### src/pwsd_pkg.sv
package pwsd_pkg;

    // ========================================
    // Register map
    localparam logic [0:0] PWSD_IDX_CONTROL = 1'h0;
    localparam logic [0:0] PWSD_IDX_ON_TIME_PERIOD = 1'h1;
    localparam int PWSD_REG_WIDTH = 16;
    localparam logic [15:0] PWSD_CONTROL_RESET = 16'h0000;
    localparam logic [15:0] PWSD_ON_TIME_PERIOD_RESET = 16'h0000;

    // ========================================
    // Field positions in modulator_control
    localparam int PWSD_POS_RUN_ENABLE = 15;
    localparam int PWSD_POS_CLOCK_SELECT = 12;
    localparam int PWSD_POS_A_FOLLOW_HIGH = 11;
    localparam int PWSD_POS_A_FOLLOW_LOW = 10;
    localparam int PWSD_POS_B_FOLLOW_HIGH = 9;
    localparam int PWSD_POS_B_FOLLOW_LOW = 8;
    localparam int PWSD_POS_CHANGEOVER_1 = 7;
    localparam int PWSD_POS_CHANGEOVER_2 = 6;
    // Bits 5:0 are unused and read as zero
    localparam logic [15:0] PWSD_CONTROL_MASK = 16'hFFC0;

    // ========================================
    // Field positions in modulator_on_time_period
    localparam int PWSD_POS_ON_TIME = 8;
    localparam int PWSD_POS_PERIOD = 0;
    localparam int PWSD_COUNT_WIDTH = 8;

    // ========================================
    // Input clock generation
    localparam real PWSD_MCLK_KHZ = 25000.0;
    localparam int PWSD_ACC_WIDTH = 32;
    localparam logic [2:0] PWSD_SEL_RESET = 3'h0;
    // Selections below this code need the fast internal clock
    localparam logic [2:0] PWSD_SEL_FIRST_SLOW = 3'h3;
    // Increments are rate / 25 MHz scaled by 2^32, nearest integer, except 1228K8, which is one below
    localparam logic [31:0] PWSD_INC_4915K2 = 32'h3254E6E2;
    localparam logic [31:0] PWSD_INC_2457K6 = 32'h192A7371;
    localparam logic [31:0] PWSD_INC_1228K8 = 32'h0C9539B8;
    localparam logic [31:0] PWSD_INC_32K768 = 32'h0055E63C;
    localparam logic [31:0] PWSD_INC_8K192 = 32'h0015798F;
    localparam logic [31:0] PWSD_INC_1K024 = 32'h0002AF32;
    localparam logic [31:0] PWSD_INC_0K256 = 32'h0000ABCC;
    localparam logic [31:0] PWSD_INC_0K032 = 32'h0000157A;

    function automatic logic [31:0] pwsd_increment(input logic [2:0] sel);
        logic [31:0] inc;
        inc = PWSD_INC_0K032;
        unique case (sel)
            3'h0: inc = PWSD_INC_4915K2;
            3'h1: inc = PWSD_INC_2457K6;
            3'h2: inc = PWSD_INC_1228K8;
            3'h3: inc = PWSD_INC_32K768;
            3'h4: inc = PWSD_INC_8K192;
            3'h5: inc = PWSD_INC_1K024;
            3'h6: inc = PWSD_INC_0K256;
            3'h7: inc = PWSD_INC_0K032;
        endcase
        return inc;
    endfunction

    function automatic logic pwsd_needs_fast(input logic [2:0] sel);
        return sel < PWSD_SEL_FIRST_SLOW;
    endfunction

endpackage

### src/pwsd_tick_if.sv
`timescale 1ns/100ps
interface pwsd_tick_if;
    logic [2:0] clock_select;
    logic running;
    logic clock_available;
    logic tick;

    modport gen (
        input clock_select,
        input running,
        input clock_available,
        output tick
    );

    modport core (
        output clock_select,
        output running,
        output clock_available,
        input tick
    );
endinterface

### src/pwsd_clock_gen.sv
`timescale 1ns/100ps
module pwsd_clock_gen (
    input wire logic mclk_i,
    input wire logic srst_i,
    pwsd_tick_if.gen tick_if
);
    import pwsd_pkg::*;

    logic [PWSD_ACC_WIDTH-1:0] acc_reg;
    logic [PWSD_ACC_WIDTH-1:0] acc_next;
    logic tick_reg;
    logic tick_next;

    // ========================================
    // Phase accumulator; its carry is one input-clock cycle
    always_comb begin
        logic [PWSD_ACC_WIDTH:0] sum;
        sum = {1'b0, acc_reg} + {1'b0, pwsd_increment(tick_if.clock_select)}; // [RULE3]
        acc_next = sum[PWSD_ACC_WIDTH-1:0];
        tick_next = sum[PWSD_ACC_WIDTH];
        if (!tick_if.running || !tick_if.clock_available) begin
            // Restart phase so the first period is never short
            acc_next = '0;
            tick_next = 1'b0;
        end
    end

    always_ff @(posedge mclk_i) begin
        if (srst_i) begin
            acc_reg <= '0;
            tick_reg <= 1'b0;
        end else begin
            acc_reg <= acc_next;
            tick_reg <= tick_next;
        end
    end

    assign tick_if.tick = tick_reg;
endmodule

### src/pwsd_top.sv
`timescale 1ns/100ps
// Overview of operation
// RULE1 - Runs only while run enable set; while sleeping the code runs from sleep_run_enable_i instead
// RULE2 - Software enables fast clock before fast selections
// RULE3 - Select field picks one of eight input rates
// RULE4 - Select field resets to zero
// RULE5 - Fast selections give no clock while sleeping
// RULE6 - Switch A closes in high phase
// RULE7 - Switch A closes in low phase
// RULE8 - Equal switch A bits release switch A
// RULE9 - Switch B closes in high phase
// RULE10 - Switch B closes in low phase
// RULE11 - Equal switch B bits release switch B
// RULE12 - High phase first, low phase fills rest
// RULE13 - Changeover 1 drive bit gates modulator in
// RULE14 - Changeover 2 drive bit gates modulator in
// RULE15 - Eight-bit counts in input-clock cycles
// RULE16 - On-time sets high phase and duty
// RULE17 - Period is period field plus one
// RULE18 - Duty is on-time plus one over period plus one
// RULE19 - Zero on-time or disabled gives zero duty
// RULE20 - Sleep enable replaces run enable while sleeping
// RULE21 - Free-running counter wraps at period value
// RULE22 - New counts apply at next period start
module pwsd_top (
    input wire logic mclk_i,
    input wire logic srst_i,
    input wire logic reg_write_i,
    input wire logic [0:0] reg_index_i,
    input wire logic [pwsd_pkg::PWSD_REG_WIDTH-1:0] reg_wdata_i,
    output logic [pwsd_pkg::PWSD_REG_WIDTH-1:0] reg_rdata_o,
    input wire logic sleep_i,
    input wire logic sleep_run_enable_i,
    input wire logic fast_internal_clock_on_i,
    input wire logic slow_clock_on_i,
    output logic modulator_o,
    output logic running_o,
    output logic analog_switch_a_close_o,
    output logic analog_switch_a_owned_o,
    output logic analog_switch_b_close_o,
    output logic analog_switch_b_owned_o,
    output logic changeover_switch_1_drive_o,
    output logic changeover_switch_1_owned_o,
    output logic changeover_switch_2_drive_o,
    output logic changeover_switch_2_owned_o
);
    import pwsd_pkg::*;

    localparam int CW = PWSD_COUNT_WIDTH;

    pwsd_tick_if tick_if ();

    // ========================================
    // Software-visible registers
    logic [PWSD_REG_WIDTH-1:0] control_reg;
    logic [PWSD_REG_WIDTH-1:0] control_next;
    logic [PWSD_REG_WIDTH-1:0] on_time_period_reg;
    logic [PWSD_REG_WIDTH-1:0] on_time_period_next;
    logic [PWSD_REG_WIDTH-1:0] rdata_reg;
    logic [PWSD_REG_WIDTH-1:0] rdata_next;

    always_comb begin
        control_next = control_reg;
        on_time_period_next = on_time_period_reg;
        if (reg_write_i) begin
            if (reg_index_i == PWSD_IDX_CONTROL) begin
                control_next = reg_wdata_i & PWSD_CONTROL_MASK;
            end else begin
                on_time_period_next = reg_wdata_i;
            end
        end
        rdata_next = (reg_index_i == PWSD_IDX_CONTROL) ? control_reg : on_time_period_reg;
    end

    always_ff @(posedge mclk_i) begin
        if (srst_i) begin
            control_reg <= PWSD_CONTROL_RESET; // [RULE1] [RULE4]
            on_time_period_reg <= PWSD_ON_TIME_PERIOD_RESET;
            rdata_reg <= '0;
        end else begin
            control_reg <= control_next;
            on_time_period_reg <= on_time_period_next;
            rdata_reg <= rdata_next;
        end
    end

    assign reg_rdata_o = rdata_reg;

    // ========================================
    // Field extraction
    logic run_enable;
    logic [2:0] input_clock_select;
    logic switch_a_follow_high;
    logic switch_a_follow_low;
    logic switch_b_follow_high;
    logic switch_b_follow_low;
    logic changeover_1_drive;
    logic changeover_2_drive;
    logic [CW-1:0] on_time_count;
    logic [CW-1:0] period_count;

    assign run_enable = control_reg[PWSD_POS_RUN_ENABLE];
    assign input_clock_select = control_reg[PWSD_POS_CLOCK_SELECT +: 3];
    assign switch_a_follow_high = control_reg[PWSD_POS_A_FOLLOW_HIGH];
    assign switch_a_follow_low = control_reg[PWSD_POS_A_FOLLOW_LOW];
    assign switch_b_follow_high = control_reg[PWSD_POS_B_FOLLOW_HIGH];
    assign switch_b_follow_low = control_reg[PWSD_POS_B_FOLLOW_LOW];
    assign changeover_1_drive = control_reg[PWSD_POS_CHANGEOVER_1];
    assign changeover_2_drive = control_reg[PWSD_POS_CHANGEOVER_2];
    assign on_time_count = on_time_period_reg[PWSD_POS_ON_TIME +: CW];
    assign period_count = on_time_period_reg[PWSD_POS_PERIOD +: CW];

    // ========================================
    // Run decision and input clock
    logic running;
    logic clock_available;

    // Sleep swaps in its own enable; run enable is then ignored
    assign running = sleep_i ? sleep_run_enable_i : run_enable; // [RULE1] [RULE20]
    // Fast rates vanish in sleep; a missing source simply gives no ticks
    assign clock_available = pwsd_needs_fast(input_clock_select)
        ? (fast_internal_clock_on_i && !sleep_i) // [RULE2] [RULE5]
        : slow_clock_on_i;

    assign tick_if.clock_select = input_clock_select;
    assign tick_if.running = running;
    assign tick_if.clock_available = clock_available;

    pwsd_clock_gen u_clock_gen (
        .mclk_i(mclk_i),
        .srst_i(srst_i),
        .tick_if(tick_if)
    );

    // ========================================
    // Period counter with latched counts
    logic [CW-1:0] count_reg;
    logic [CW-1:0] count_next;
    logic [CW-1:0] on_latch_reg;
    logic [CW-1:0] on_latch_next;
    logic [CW-1:0] period_latch_reg;
    logic [CW-1:0] period_latch_next;
    logic out_reg;
    logic out_next;

    always_comb begin
        count_next = count_reg;
        on_latch_next = on_latch_reg;
        period_latch_next = period_latch_reg;
        if (!running) begin
            // Idle: stay at period start and track the registers
            count_next = '0;
            on_latch_next = on_time_count;
            period_latch_next = period_count;
        end else if (tick_if.tick) begin
            if (count_reg >= period_latch_reg) begin
                count_next = '0; // [RULE21] [RULE17]
                on_latch_next = on_time_count; // [RULE22]
                period_latch_next = period_count; // [RULE22]
            end else begin
                count_next = count_reg + 8'h01; // [RULE15]
            end
        end
        // High from count 0 through on-time; zero on-time means always off
        out_next = running && (on_latch_next != '0) // [RULE19]
            && (count_next <= on_latch_next); // [RULE12] [RULE16] [RULE18]
    end

    always_ff @(posedge mclk_i) begin
        if (srst_i) begin
            count_reg <= '0;
            on_latch_reg <= '0;
            period_latch_reg <= '0;
            out_reg <= 1'b0;
        end else begin
            count_reg <= count_next;
            on_latch_reg <= on_latch_next;
            period_latch_reg <= period_latch_next;
            out_reg <= out_next;
        end
    end

    // ========================================
    // Switch steering
    logic sw_a_close_next;
    logic sw_b_close_next;
    logic [4:0] steer_reg;
    logic [4:0] steer_next;

    always_comb begin
        sw_a_close_next = switch_a_follow_high ? out_next : !out_next; // [RULE6] [RULE7]
        sw_b_close_next = switch_b_follow_high ? out_next : !out_next; // [RULE9] [RULE10]
        steer_next[0] = (switch_a_follow_high != switch_a_follow_low) && sw_a_close_next; // [RULE8]
        steer_next[1] = (switch_b_follow_high != switch_b_follow_low) && sw_b_close_next; // [RULE11]
        steer_next[2] = changeover_1_drive && out_next; // [RULE13]
        steer_next[3] = changeover_2_drive && out_next; // [RULE14]
        steer_next[4] = running;
    end

    always_ff @(posedge mclk_i) begin
        if (srst_i) begin
            steer_reg <= '0;
        end else begin
            steer_reg <= steer_next;
        end
    end

    assign modulator_o = out_reg;
    assign running_o = steer_reg[4];
    assign analog_switch_a_close_o = steer_reg[0];
    assign analog_switch_b_close_o = steer_reg[1];
    assign changeover_switch_1_drive_o = steer_reg[2];
    assign changeover_switch_2_drive_o = steer_reg[3];
    // Ownership flags tell the switch mux whose control to use
    assign analog_switch_a_owned_o = switch_a_follow_high != switch_a_follow_low; // [RULE8]
    assign analog_switch_b_owned_o = switch_b_follow_high != switch_b_follow_low; // [RULE11]
    assign changeover_switch_1_owned_o = changeover_1_drive; // [RULE13]
    assign changeover_switch_2_owned_o = changeover_2_drive; // [RULE14]
endmodule

### config.mk
export PLATFORM = sky130hd
export DESIGN_NAME = pwsd_top
export DESIGN_NICKNAME = d
export VERILOG_FILES = /design/src/pwsd_pkg.sv /design/src/pwsd_tick_if.sv /design/src/pwsd_clock_gen.sv /design/src/pwsd_top.sv
export SDC_FILE = /design/constraint.sdc
export NUM_CORES = 1
export LEC_CHECK = 0
export ABC_AREA = 1
export BUFFER_PORTS_ARGS = -buffer_cell sky130_fd_sc_hd__buf_2
export CAP_MARGIN = 20
export CORE_ASPECT_RATIO = 0.5
export CORE_MARGIN = 2
export CORE_UTILIZATION = 30
export DETAILED_ROUTE_END_ITERATION = 16
export PLACE_DENSITY_LB_ADDON = 0.3
export SLEW_MARGIN = 0
export SYNTH_ARGS = -nofsm -noshare
export SYNTH_HDL_FRONTEND = slang
export SYNTH_SLANG_ARGS = --single-unit
export TNS_END_PERCENT = 10
### constraint.sdc
create_clock -name mclk_i -period 6.3 [get_ports mclk_i]
set_input_delay 1.89 -clock mclk_i [delete_from_list [all_inputs] [get_ports mclk_i]]
set_output_delay 1.89 -clock mclk_i [all_outputs]
set_load 0.1 [all_outputs]
==> results of run 1 <==
## worst max path at each step
stage / startpoint / endpoint / slack, ps / depth (start not counted)
6_report: sleep_i / steer_reg[0]$_SDFF_PP0_ / 2130 / 17
5_1_grt: sleep_i / steer_reg[0]$_SDFF_PP0_ / 1770 / 17
2_1_floorplan: sleep_i / steer_reg[0]$_SDFF_PP0_ / 2150 / 18
3_3_place_gp: sleep_i / steer_reg[0]$_SDFF_PP0_ / 1770 / 17
4_1_cts: sleep_i / steer_reg[0]$_SDFF_PP0_ / 2110 / 17
3_5_place_dp: sleep_i / steer_reg[0]$_SDFF_PP0_ / 1670 / 17
## area by class of cell
class                      instances  area share (%)
tap                              300            4.91
timing repair buffer              50            3.57
sequential                       130            34.1
clock buffer                      18            5.75
clock inverter                    14            1.83
inverter                         109            5.36
multi-input combinational        616            44.5
## kinds of logic (layout without fill, tap and decap cells)
| group | count (synthesis) | in the layout | share of synthesized area (%) |
|---|---|---|---|
| and+or+nand+nor | 340 | 340 | 22.9 |
| xor gates and xnor gates | 8 | 8 | 1.08 |
| adders and majority gates | 56 | 56 | 10.9 |
| AOI/OAI and AO/OA | 212 | 212 | 17.5 |
| buffers and inverters | 126 | 191 | 7.70 |
| DFF | 130 | 130 | 40.0 |
## through the flow
step	hold WS, ps	util [%]	std cells	total power [mW]
6_report	459	35.5	1237	2.36
5_1_grt	489	35.5	1237	2.47
4_1_cts	463	35.4	1236	2.37
3_5_place_dp	456	32.7	1204	1.39
3_3_place_gp	447	32.7	1204	1.39
2_1_floorplan	427	-	872	1.30
## critical path, delay by kind of cell
family | cells | cell delay, ps
buf+inv | 3 | 470
simple gates | 9 | 1330
fa+ha+maj | 1 | 300
compound gates | 4 | 480
## power by group
part	total [mW]	internal, mW	switching, mW
clock	0.979	0.565	0.415
combinational	0.470	0.132	0.338
sequential	0.911	0.884	0.0275
total	2.36	1.58	0.780
## synthesized netlist by cell type, types with 8 or more instances
cell / number / share of area (%)
dfxtp_1: 130 / 40
o21ai_0: 82 / 6.3
inv_1: 106 / 6.1
nand2_1: 119 / 6.9
clkbuf_1: 9 / 0.52
a21oi_1: 95 / 7.3
ha_1: 55 / 11
nand3_1: 30 / 2.3
o21ai_1: 8 / 0.62
nor3_1: 13 / 1.0
nor2_1: 147 / 8.5
## layout by cell type (no fill, tap or decap), drive strengths merged, types with 18 or more instances in the layout
master / netlist / layout
inv: 109 / 117
dfxtp: 130 / 130
ha: 55 / 55
nand2: 131 / 131
o21ai: 90 / 90
a21oi: 95 / 95
nand3: 30 / 30
clkbuf: 10 / 18
buf: 7 / 50
nor2: 150 / 150
## layer usage
| metal | share of wire [%] | vias to the layer above | wire length, um |
|---|---|---|---|
| met2 | 44 | 100 | 7030 |
| li1 | - | 2973 | - |
| met4 | 1.7 | 0 | 277 |
| met5 | 0 | - | 0 |
| met3 | 3.4 | 21 | 541 |
| met1 | 51 | 2613 | 8180 |
==> reports/summary.txt, run 1 <==
Core area: 21,500 um^2
Crit Path Class: in2reg
Worst-Skew Late Latency: 420 ps
Clock root buffer: clkbuf_16
Grt ovf: 0
Routing usage on met1: 19.3%
Crit-path slowest cell: nor2_1
1st-pass router iterations: 5
Layout cell share with drive strength beyond 1: 11.1%
Tightest Pin Transition: 847 ps
Final GP Congestion: 0.860
Max VDD drop: 157 uV
Area of the multi-input gates: 3400 um^2
Max clock buf depth: 2
Total Wirelength: 16,000 um
Worst hold endpoint: period_latch_reg[1]$_SDFFE_PP0P_
Die Y: 108 um
EDFF count, synth: 0
IO Port Bufs: 49
Crit path capture type: flip-flop
Mapped Cells: 872
Min-delay src: period_latch_reg[1]$_SDFFE_PP0P_
Cts repair resizes: 0
Dpl ws: 1670 ps
Slew HR: 43.2%
Max Fclk: 240 MHz
Finish-stage setup viols: 0
Post-CTS Hold Buffers: 0
Fin nets: 1,004
Hold Path Depth: 2
Worst R2R Path Depth: 18
Top Usage Layer GRT: met2
CP peak stage delay: 380 ps
Pwr dens: 309 nW/um^2
Setup WS post-layout: 2130 ps
Fill count: 2,320
Crit path DAT: 4480 ps
Clock skew after layout: 12.0 ps
Area post-placement: 7030 um^2
Finished Cell Area: 7640 um^2
Residual DRC: 0
Layout area overhead: 17.5%
Antenna fix cells: 0
Total CTS buffers: 17
Initial antenna violation count: 0
WP data required: 6620 ps
Ys async rst share: 0%
Synthesized flop and latch total: 130
Status: complete, no violations
Reg-to-Reg Start: period_latch_reg[7]$_SDFFE_PP0P_
Vias in the first global route: 5,398
Tot GR Track Use: 14.6%
R2r endpoint: steer_reg[0]$_SDFF_PP0_
Critical Path Source Type: input pin
Initial Util: 30.3%
# clock sinks: 130
Full die area: 22,900 um^2
Detailed-route wire length per cell: 13.0 um
Worst min path class: reg2reg
CTS tree: built
Max-Cap Viols: 0
Worst-path fanout max: 23
First-pass GRT wire length: 26,300 um
Crit path cell chain: buf_2 > inv_1 > or2_1 > o21a_4 > nand4_4 > nand2_4 > inv_1 > nor2_1 > ha_1 > a21oi_1 > o21ai_0 > nand2_1 > a32oi_1 > nor2_1 > nand3_1 > nand2_1 > nor2_1
Final Max Tran Viols: 0
Unique masters post-synth: 42
Starting DRT DRC Count: 338
Period utilization: 66.1%
Post-synthesis instance area: 6500 um^2
# rows: 38
Setup bufs post-CTS: 0
Register area share after synthesis: 40.0%
I/O pin count: 50
Clk pin slew, worst setup/hold paths: 70 ps
Final hold violation count: 0
Tmin final: 4170 ps
Leakage: 3.51 nW
R2R setup slack: 2970 ps
Post-detail-place hpwl: 12,300 um
RSZ-0062 raised after global routing: no
Die Wd: 212 um
Average cell area after synthesis: 7.46 um^2
Routed Antenna Nets: 0
Grt met3 use: 2.82%
Htree depth: 4
Yosys Warn Count: 0
Global Route met2 Usage: 24.0%
Syn Nets: 952
FF+latch area: 2600 um^2
Setup TNS: 0 ps
Ys flop type: dfxtp_1
Vias: 5,707
Largest net degree at the start of global routing: 45
Vias per cell: 4.61
Cell mode on critical path: nor2_1
(Power assumes the default switching activity.)
==> run 2, diff against run 1 <==
Clock period 6.3 ns to 3.82 ns, I/O delays scaled along.
==> run 2 against run 1 <==
Compared with the run above: hold slack lost 3.8 ps; via count grew 1.2%; count of clock-buffer cells in the layout grew 2; register-to-register slack lost 2300 ps; critical endpoint is now steer_reg[1]$_SDFF_PP0_.
==> reports/summary.txt, run 2 (synthesized netlist as in run 1, its figures left out) <==
Period utilization: 85.1%
Total Wirelength: 16,100 um
Routed Antenna Nets: 0
Final Max Tran Viols: 0
RSZ-0062 raised after global routing: no
First-pass GRT wire length: 26,600 um
Commonest non-fill, non-tap cell in the layout: nor2_1
Critical Path Source Type: input pin
Crit Path Class: in2reg
Worst-path fanout max: 13
Detailed-route wire length per cell: 12.9 um
Fill count: 2,285
Post-CTS Hold Buffers: 0
Most frequent cells in the layout: nor2_1 (147), dfxtp_1 (130), nand2_1 (119)
Pwr dens: 522 nW/um^2
Cts repair resizes: 0
Post-detail-place hpwl: 12,300 um
Tot GR Track Use: 14.7%
Setup bufs post-CTS: 0
Fin nets: 1,015
Clk pin slew, worst setup/hold paths: 60 ps
Worst-Skew Late Latency: 420 ps
# rows: 38
Htree depth: 4
Vias per cell: 4.63
CTS tree: built
Die Y: 108 um
Max Fclk: 308 MHz
Final hold violation count: 0
Total CTS buffers: 17
Worst min path class: reg2reg
Tmin final: 3250 ps
Worst R2R Path Depth: 18
Clock root buffer: clkbuf_16
Core area: 21,500 um^2
Max clock buf depth: 2
WP data required: 4130 ps
Initial antenna violation count: 0
Layout area overhead: 19.3%
Layout cell share with drive strength beyond 1: 12.0%
Area post-placement: 7120 um^2
Fin util: 36.1%
R2r endpoint: steer_reg[1]$_SDFF_PP0_
CP startpoint: sleep_i
Status: complete, no violations
Die Wd: 212 um
Tightest Pin Transition: 832 ps
Crit path DAT: 3560 ps
Vias in the first global route: 5,389
1st-pass router iterations: 5
Residual DRC: 0
Slew HR: 44.5%
Reg-to-Reg Start: period_latch_reg[7]$_SDFFE_PP0P_
Crit path capture type: flip-flop
R2R setup slack: 680 ps
Max-Cap Viols: 0
# clock sinks: 130
Grt ovf: 0
Largest net degree at the start of global routing: 34
Setup TNS: 0 ps
Final GP Congestion: 0.885
Initial Util: 30.3%
Crit path capture: steer_reg[1]$_SDFF_PP0_
Finish-stage setup viols: 0
Leakage: 3.60 nW
IO Port Bufs: 49
Antenna fix cells: 0
Clock skew after layout: 14.2 ps
Full die area: 22,900 um^2
Vias: 5,773
Max VDD drop: 242 uV
Starting DRT DRC Count: 353
Finished Cell Area: 7760 um^2
I/O pin count: 50
[run 2: cell types whose count changed in the layout (fill, tap and decap cells not counted)]
cell and change:
clkinv_2 +3, inv_6 -6, clkbuf_1 +1, clkinvlp_4 -3, buf_16 -1, clkbuf_8 +1
buf_4 +12, clkinv_4 +1, bufinv_16 +3
[run 2: stage by stage]
stage / hold slack, ps / worst slack [ps] / power (mW) / instances
floorplan: 427 / 417 / 2.14 / 872
global placement: 443 / 256 / 2.31 / 1216
detailed placement: 444 / 183 / 2.32 / 1216
CTS: 457 / 595 / 4.08 / 1248
global route: 480 / 291 / 4.23 / 1248
finish: 455 / 568 / 4.05 / 1248
[run 2: critical path: stages]
cell	delay [ps]
buf_2	90
inv_1	40
or2_1	210
o21a_4	150
nand4_4	150
nand2_4	150
inv_1	210
nor2_1	70
ha_1	290
a21oi_1	140
o21ai_0	100
nand2_1	70
a32oi_1	80
nor2_1	390
nand3_1	130
nand2_1	70
nor2_1	50
[run 2: report_power, final]
part	internal (mW)	switching [mW]	total [mW]
sequential	1.46	0.0420	1.50
combinational	0.227	0.566	0.793
clock	1.13	0.623	1.75
[run 2: how the worst min path moves through the flow]
stage / start / cells after the start / to / slack [ps]
floorplan: on_time_period_reg[1]$_SDFFE_PP0P_ / 2 / reg_rdata_o[1]$_SDFF_PP0_ / 430
global placement: on_time_period_reg[5]$_SDFFE_PP0P_ / 2 / reg_rdata_o[5]$_SDFF_PP0_ / 440
detailed placement: on_time_period_reg[5]$_SDFFE_PP0P_ / 2 / reg_rdata_o[5]$_SDFF_PP0_ / 440
CTS: on_time_period_reg[5]$_SDFFE_PP0P_ / 2 / reg_rdata_o[5]$_SDFF_PP0_ / 460
global route: on_time_period_reg[3]$_SDFFE_PP0P_ / 2 / reg_rdata_o[3]$_SDFF_PP0_ / 480
finish: on_time_period_reg[5]$_SDFFE_PP0P_ / 2 / reg_rdata_o[5]$_SDFF_PP0_ / 450
[run 2: area by class of cell]
| class | count | area (um^2) | area share (%) |
|---|---|---|---|
| tap | 300 | 375 | 4.84 |
| inverter | 109 | 409 | 5.27 |
| clock inverter | 12 | 179 | 2.31 |
| clock buffer | 20 | 457 | 5.89 |
| multi-input combinational | 616 | 3400 | 43.8 |
| sequential | 130 | 2600 | 33.5 |
| timing repair buffer | 61 | 335 | 4.32 |
[run 2: routing by layer]
metal  GRT usage (%)  vias to the layer above  routed length [um]
met2            24.1                      133                7250
met5               0                        -                   0
met1            19.5                     2635                7990
li1                -                     2990                   -
met4            4.95                        0                 190
met3            2.99                       15                 689
==> run 3, diff against run 2 <==
--- a/config.mk
+++ b/config.mk
@@ -13,2 +13,3 @@
 export CORE_UTILIZATION = 30
+export CTS_BUF_LIST = sky130_fd_sc_hd__clkbuf_16
 export DETAILED_ROUTE_END_ITERATION = 16
--- a/constraint.sdc
+++ b/constraint.sdc
@@ -3,2 +3,2 @@
 set_output_delay 1.146 -clock mclk_i [all_outputs]
-set_load 0.1 [all_outputs]
+set_load 0.005 [all_outputs]
==> run 3 against run 2 <==
Compared with the run above: hold slack lost 1.4 ps; die area is the same; sequential share of layout area grew 0.087 points; register-to-register slack is essentially flat; wire length shrank 0.38%; critical path depth is the same; critical path type unchanged; largest power group unchanged; highest routed layer unchanged.
==> reports/summary.txt, run 3 (synthesized netlist as in run 1, its figures left out) <==
Max clock buf depth: 2
Antenna fix cells: 0
Vias in the first global route: 5,400
Residual DRC: 0
Max VDD drop: 233 uV
CP peak stage delay: 390 ps
Worst min path class: reg2reg
Cell mode on critical path: nor2_1
Full die area: 22,900 um^2
RSZ-0062 raised after global routing: no
Commonest non-fill, non-tap cell in the layout: nor2_1
Critical Path Source Type: input pin
Worst-path fanout max: 13
Fill count: 2,287
Routed Antenna Nets: 0
Crit-path slowest cell: nor2_1
Layout cell share with drive strength beyond 1: 11.8%
Final standard cell count with taps included and fillers excluded: 1,248
Worst Hold Slack: 453 ps
Crit path cell chain: buf_2 > inv_1 > or2_1 > o21a_4 > nand4_4 > nand2_4 > inv_1 > nor2_1 > ha_1 > a21oi_1 > o21ai_0 > nand2_1 > a32oi_1 > nor2_1 > nand3_1 > nand2_1 > nor2_1
Vias per cell: 4.61
1st-pass router iterations: 7
Final hold violation count: 0
Crit Path Class: in2reg
Finished Cell Area: 7740 um^2
Status: complete, no violations
Hold Path Depth: 2
Initial Util: 30.3%
Area of the multi-input gates: 3400 um^2
Htree depth: 4
Final Max Tran Viols: 0
Post-detail-place hpwl: 12,300 um
Crit path capture type: flip-flop
Starting DRT DRC Count: 350
WP data required: 4120 ps
Buf/Inv on CP: 3
CTS tree: built
Tightest Pin Transition: 833 ps
Core area: 21,500 um^2
Tmin final: 3250 ps
Setup TNS: 0 ps
Min-delay src: on_time_period_reg[5]$_SDFFE_PP0P_
I/O pin count: 50
Fin nets: 1,015
Initial antenna violation count: 0
First-pass GRT wire length: 26,500 um
Max-Cap Viols: 0
Period utilization: 85.1%
Vias: 5,752
# clock sinks: 130
CP startpoint: sleep_i
FF+latch area: 2600 um^2
Levels on crit path: 17
Pwr dens: 500 nW/um^2
Finish-stage setup viols: 0
Grt ovf: 0
Crit path DAT: 3560 ps
Total CTS buffers: 17
Worst R2R Path Depth: 18
Area post-placement: 7120 um^2
Leakage: 3.59 nW
Setup bufs post-CTS: 0
Total power: 3.87 mW
Crit-path leading delay family: simple AND/OR/NAND/NOR gates
# rows: 38
Most frequent cells in the layout: nor2_1 (147), dfxtp_1 (130), nand2_1 (119)
Clk pin slew, worst setup/hold paths: 60 ps
Die Wd: 212 um
Total Wirelength: 16,100 um
Die Y: 108 um
Largest net degree at the start of global routing: 34
Reg-to-Reg Start: period_latch_reg[7]$_SDFFE_PP0P_
IO Port Bufs: 49
Tot GR Track Use: 14.7%
Max Fclk: 307 MHz
Clock root buffer: clkbuf_16
Placed cell count: 1,216
Worst-Skew Late Latency: 410 ps
Layout area overhead: 19.0%
Slew HR: 44.4%
Cts repair resizes: 0
Post-CTS Hold Buffers: 0
Final GP Congestion: 0.885
Clock skew after layout: 13.4 ps
Detailed-route wire length per cell: 12.9 um
-- run 3: path summary, 6_finish.rpt --
| path | end | slack (ps) |
|---|---|---|
| worst min-delay path | reg_rdata_o[5]$_SDFF_PP0_ | 450 |
| worst max register to register | steer_reg[1]$_SDFF_PP0_ | 690 |
| worst min register to register | reg_rdata_o[5]$_SDFF_PP0_ | 450 |
| worst max-delay path | steer_reg[1]$_SDFF_PP0_ | 570 |
-- run 3: area by class of cell --
type | count | area share, %
multi-input combinational | 616 | 43.9
sequential | 130 | 33.6
clock buffer | 17 | 5.50
inverter | 109 | 5.29
tap | 300 | 4.85
timing repair buffer | 61 | 4.33
clock inverter | 15 | 2.46
-- run 3: power by group --
part           internal (mW)  total (mW)  switching (mW)
clock network           1.09        1.71           0.618
logic                  0.227       0.666           0.440
registers               1.46        1.50          0.0422
-- run 3: tightest hold or removal path: stages, from the launching register on --
cell and delay (ps):
dfxtp_1 310, inv_1 60, nor2_1 40
-- run 3: stage by stage --
stage / utilization (%) / setup WS (ps)
floorplan: - / 417
global placement: 33.1 / 256
detailed placement: 33.1 / 183
CTS: 36.0 / 596
global route: 36.0 / 302
finish: 36.0 / 568
-- run 3: per-layer routing --
| metal | global-route usage [%] | part of all wire (%) | up-vias |
|---|---|---|---|
| li1 | - | - | 2991 |
| met1 | 19.4 | 50 | 2621 |
| met2 | 23.9 | 45 | 125 |
| met3 | 3.02 | 4.2 | 15 |
| met4 | 5.09 | 1.2 | 0 |
| met5 | 0 | 0 | - |
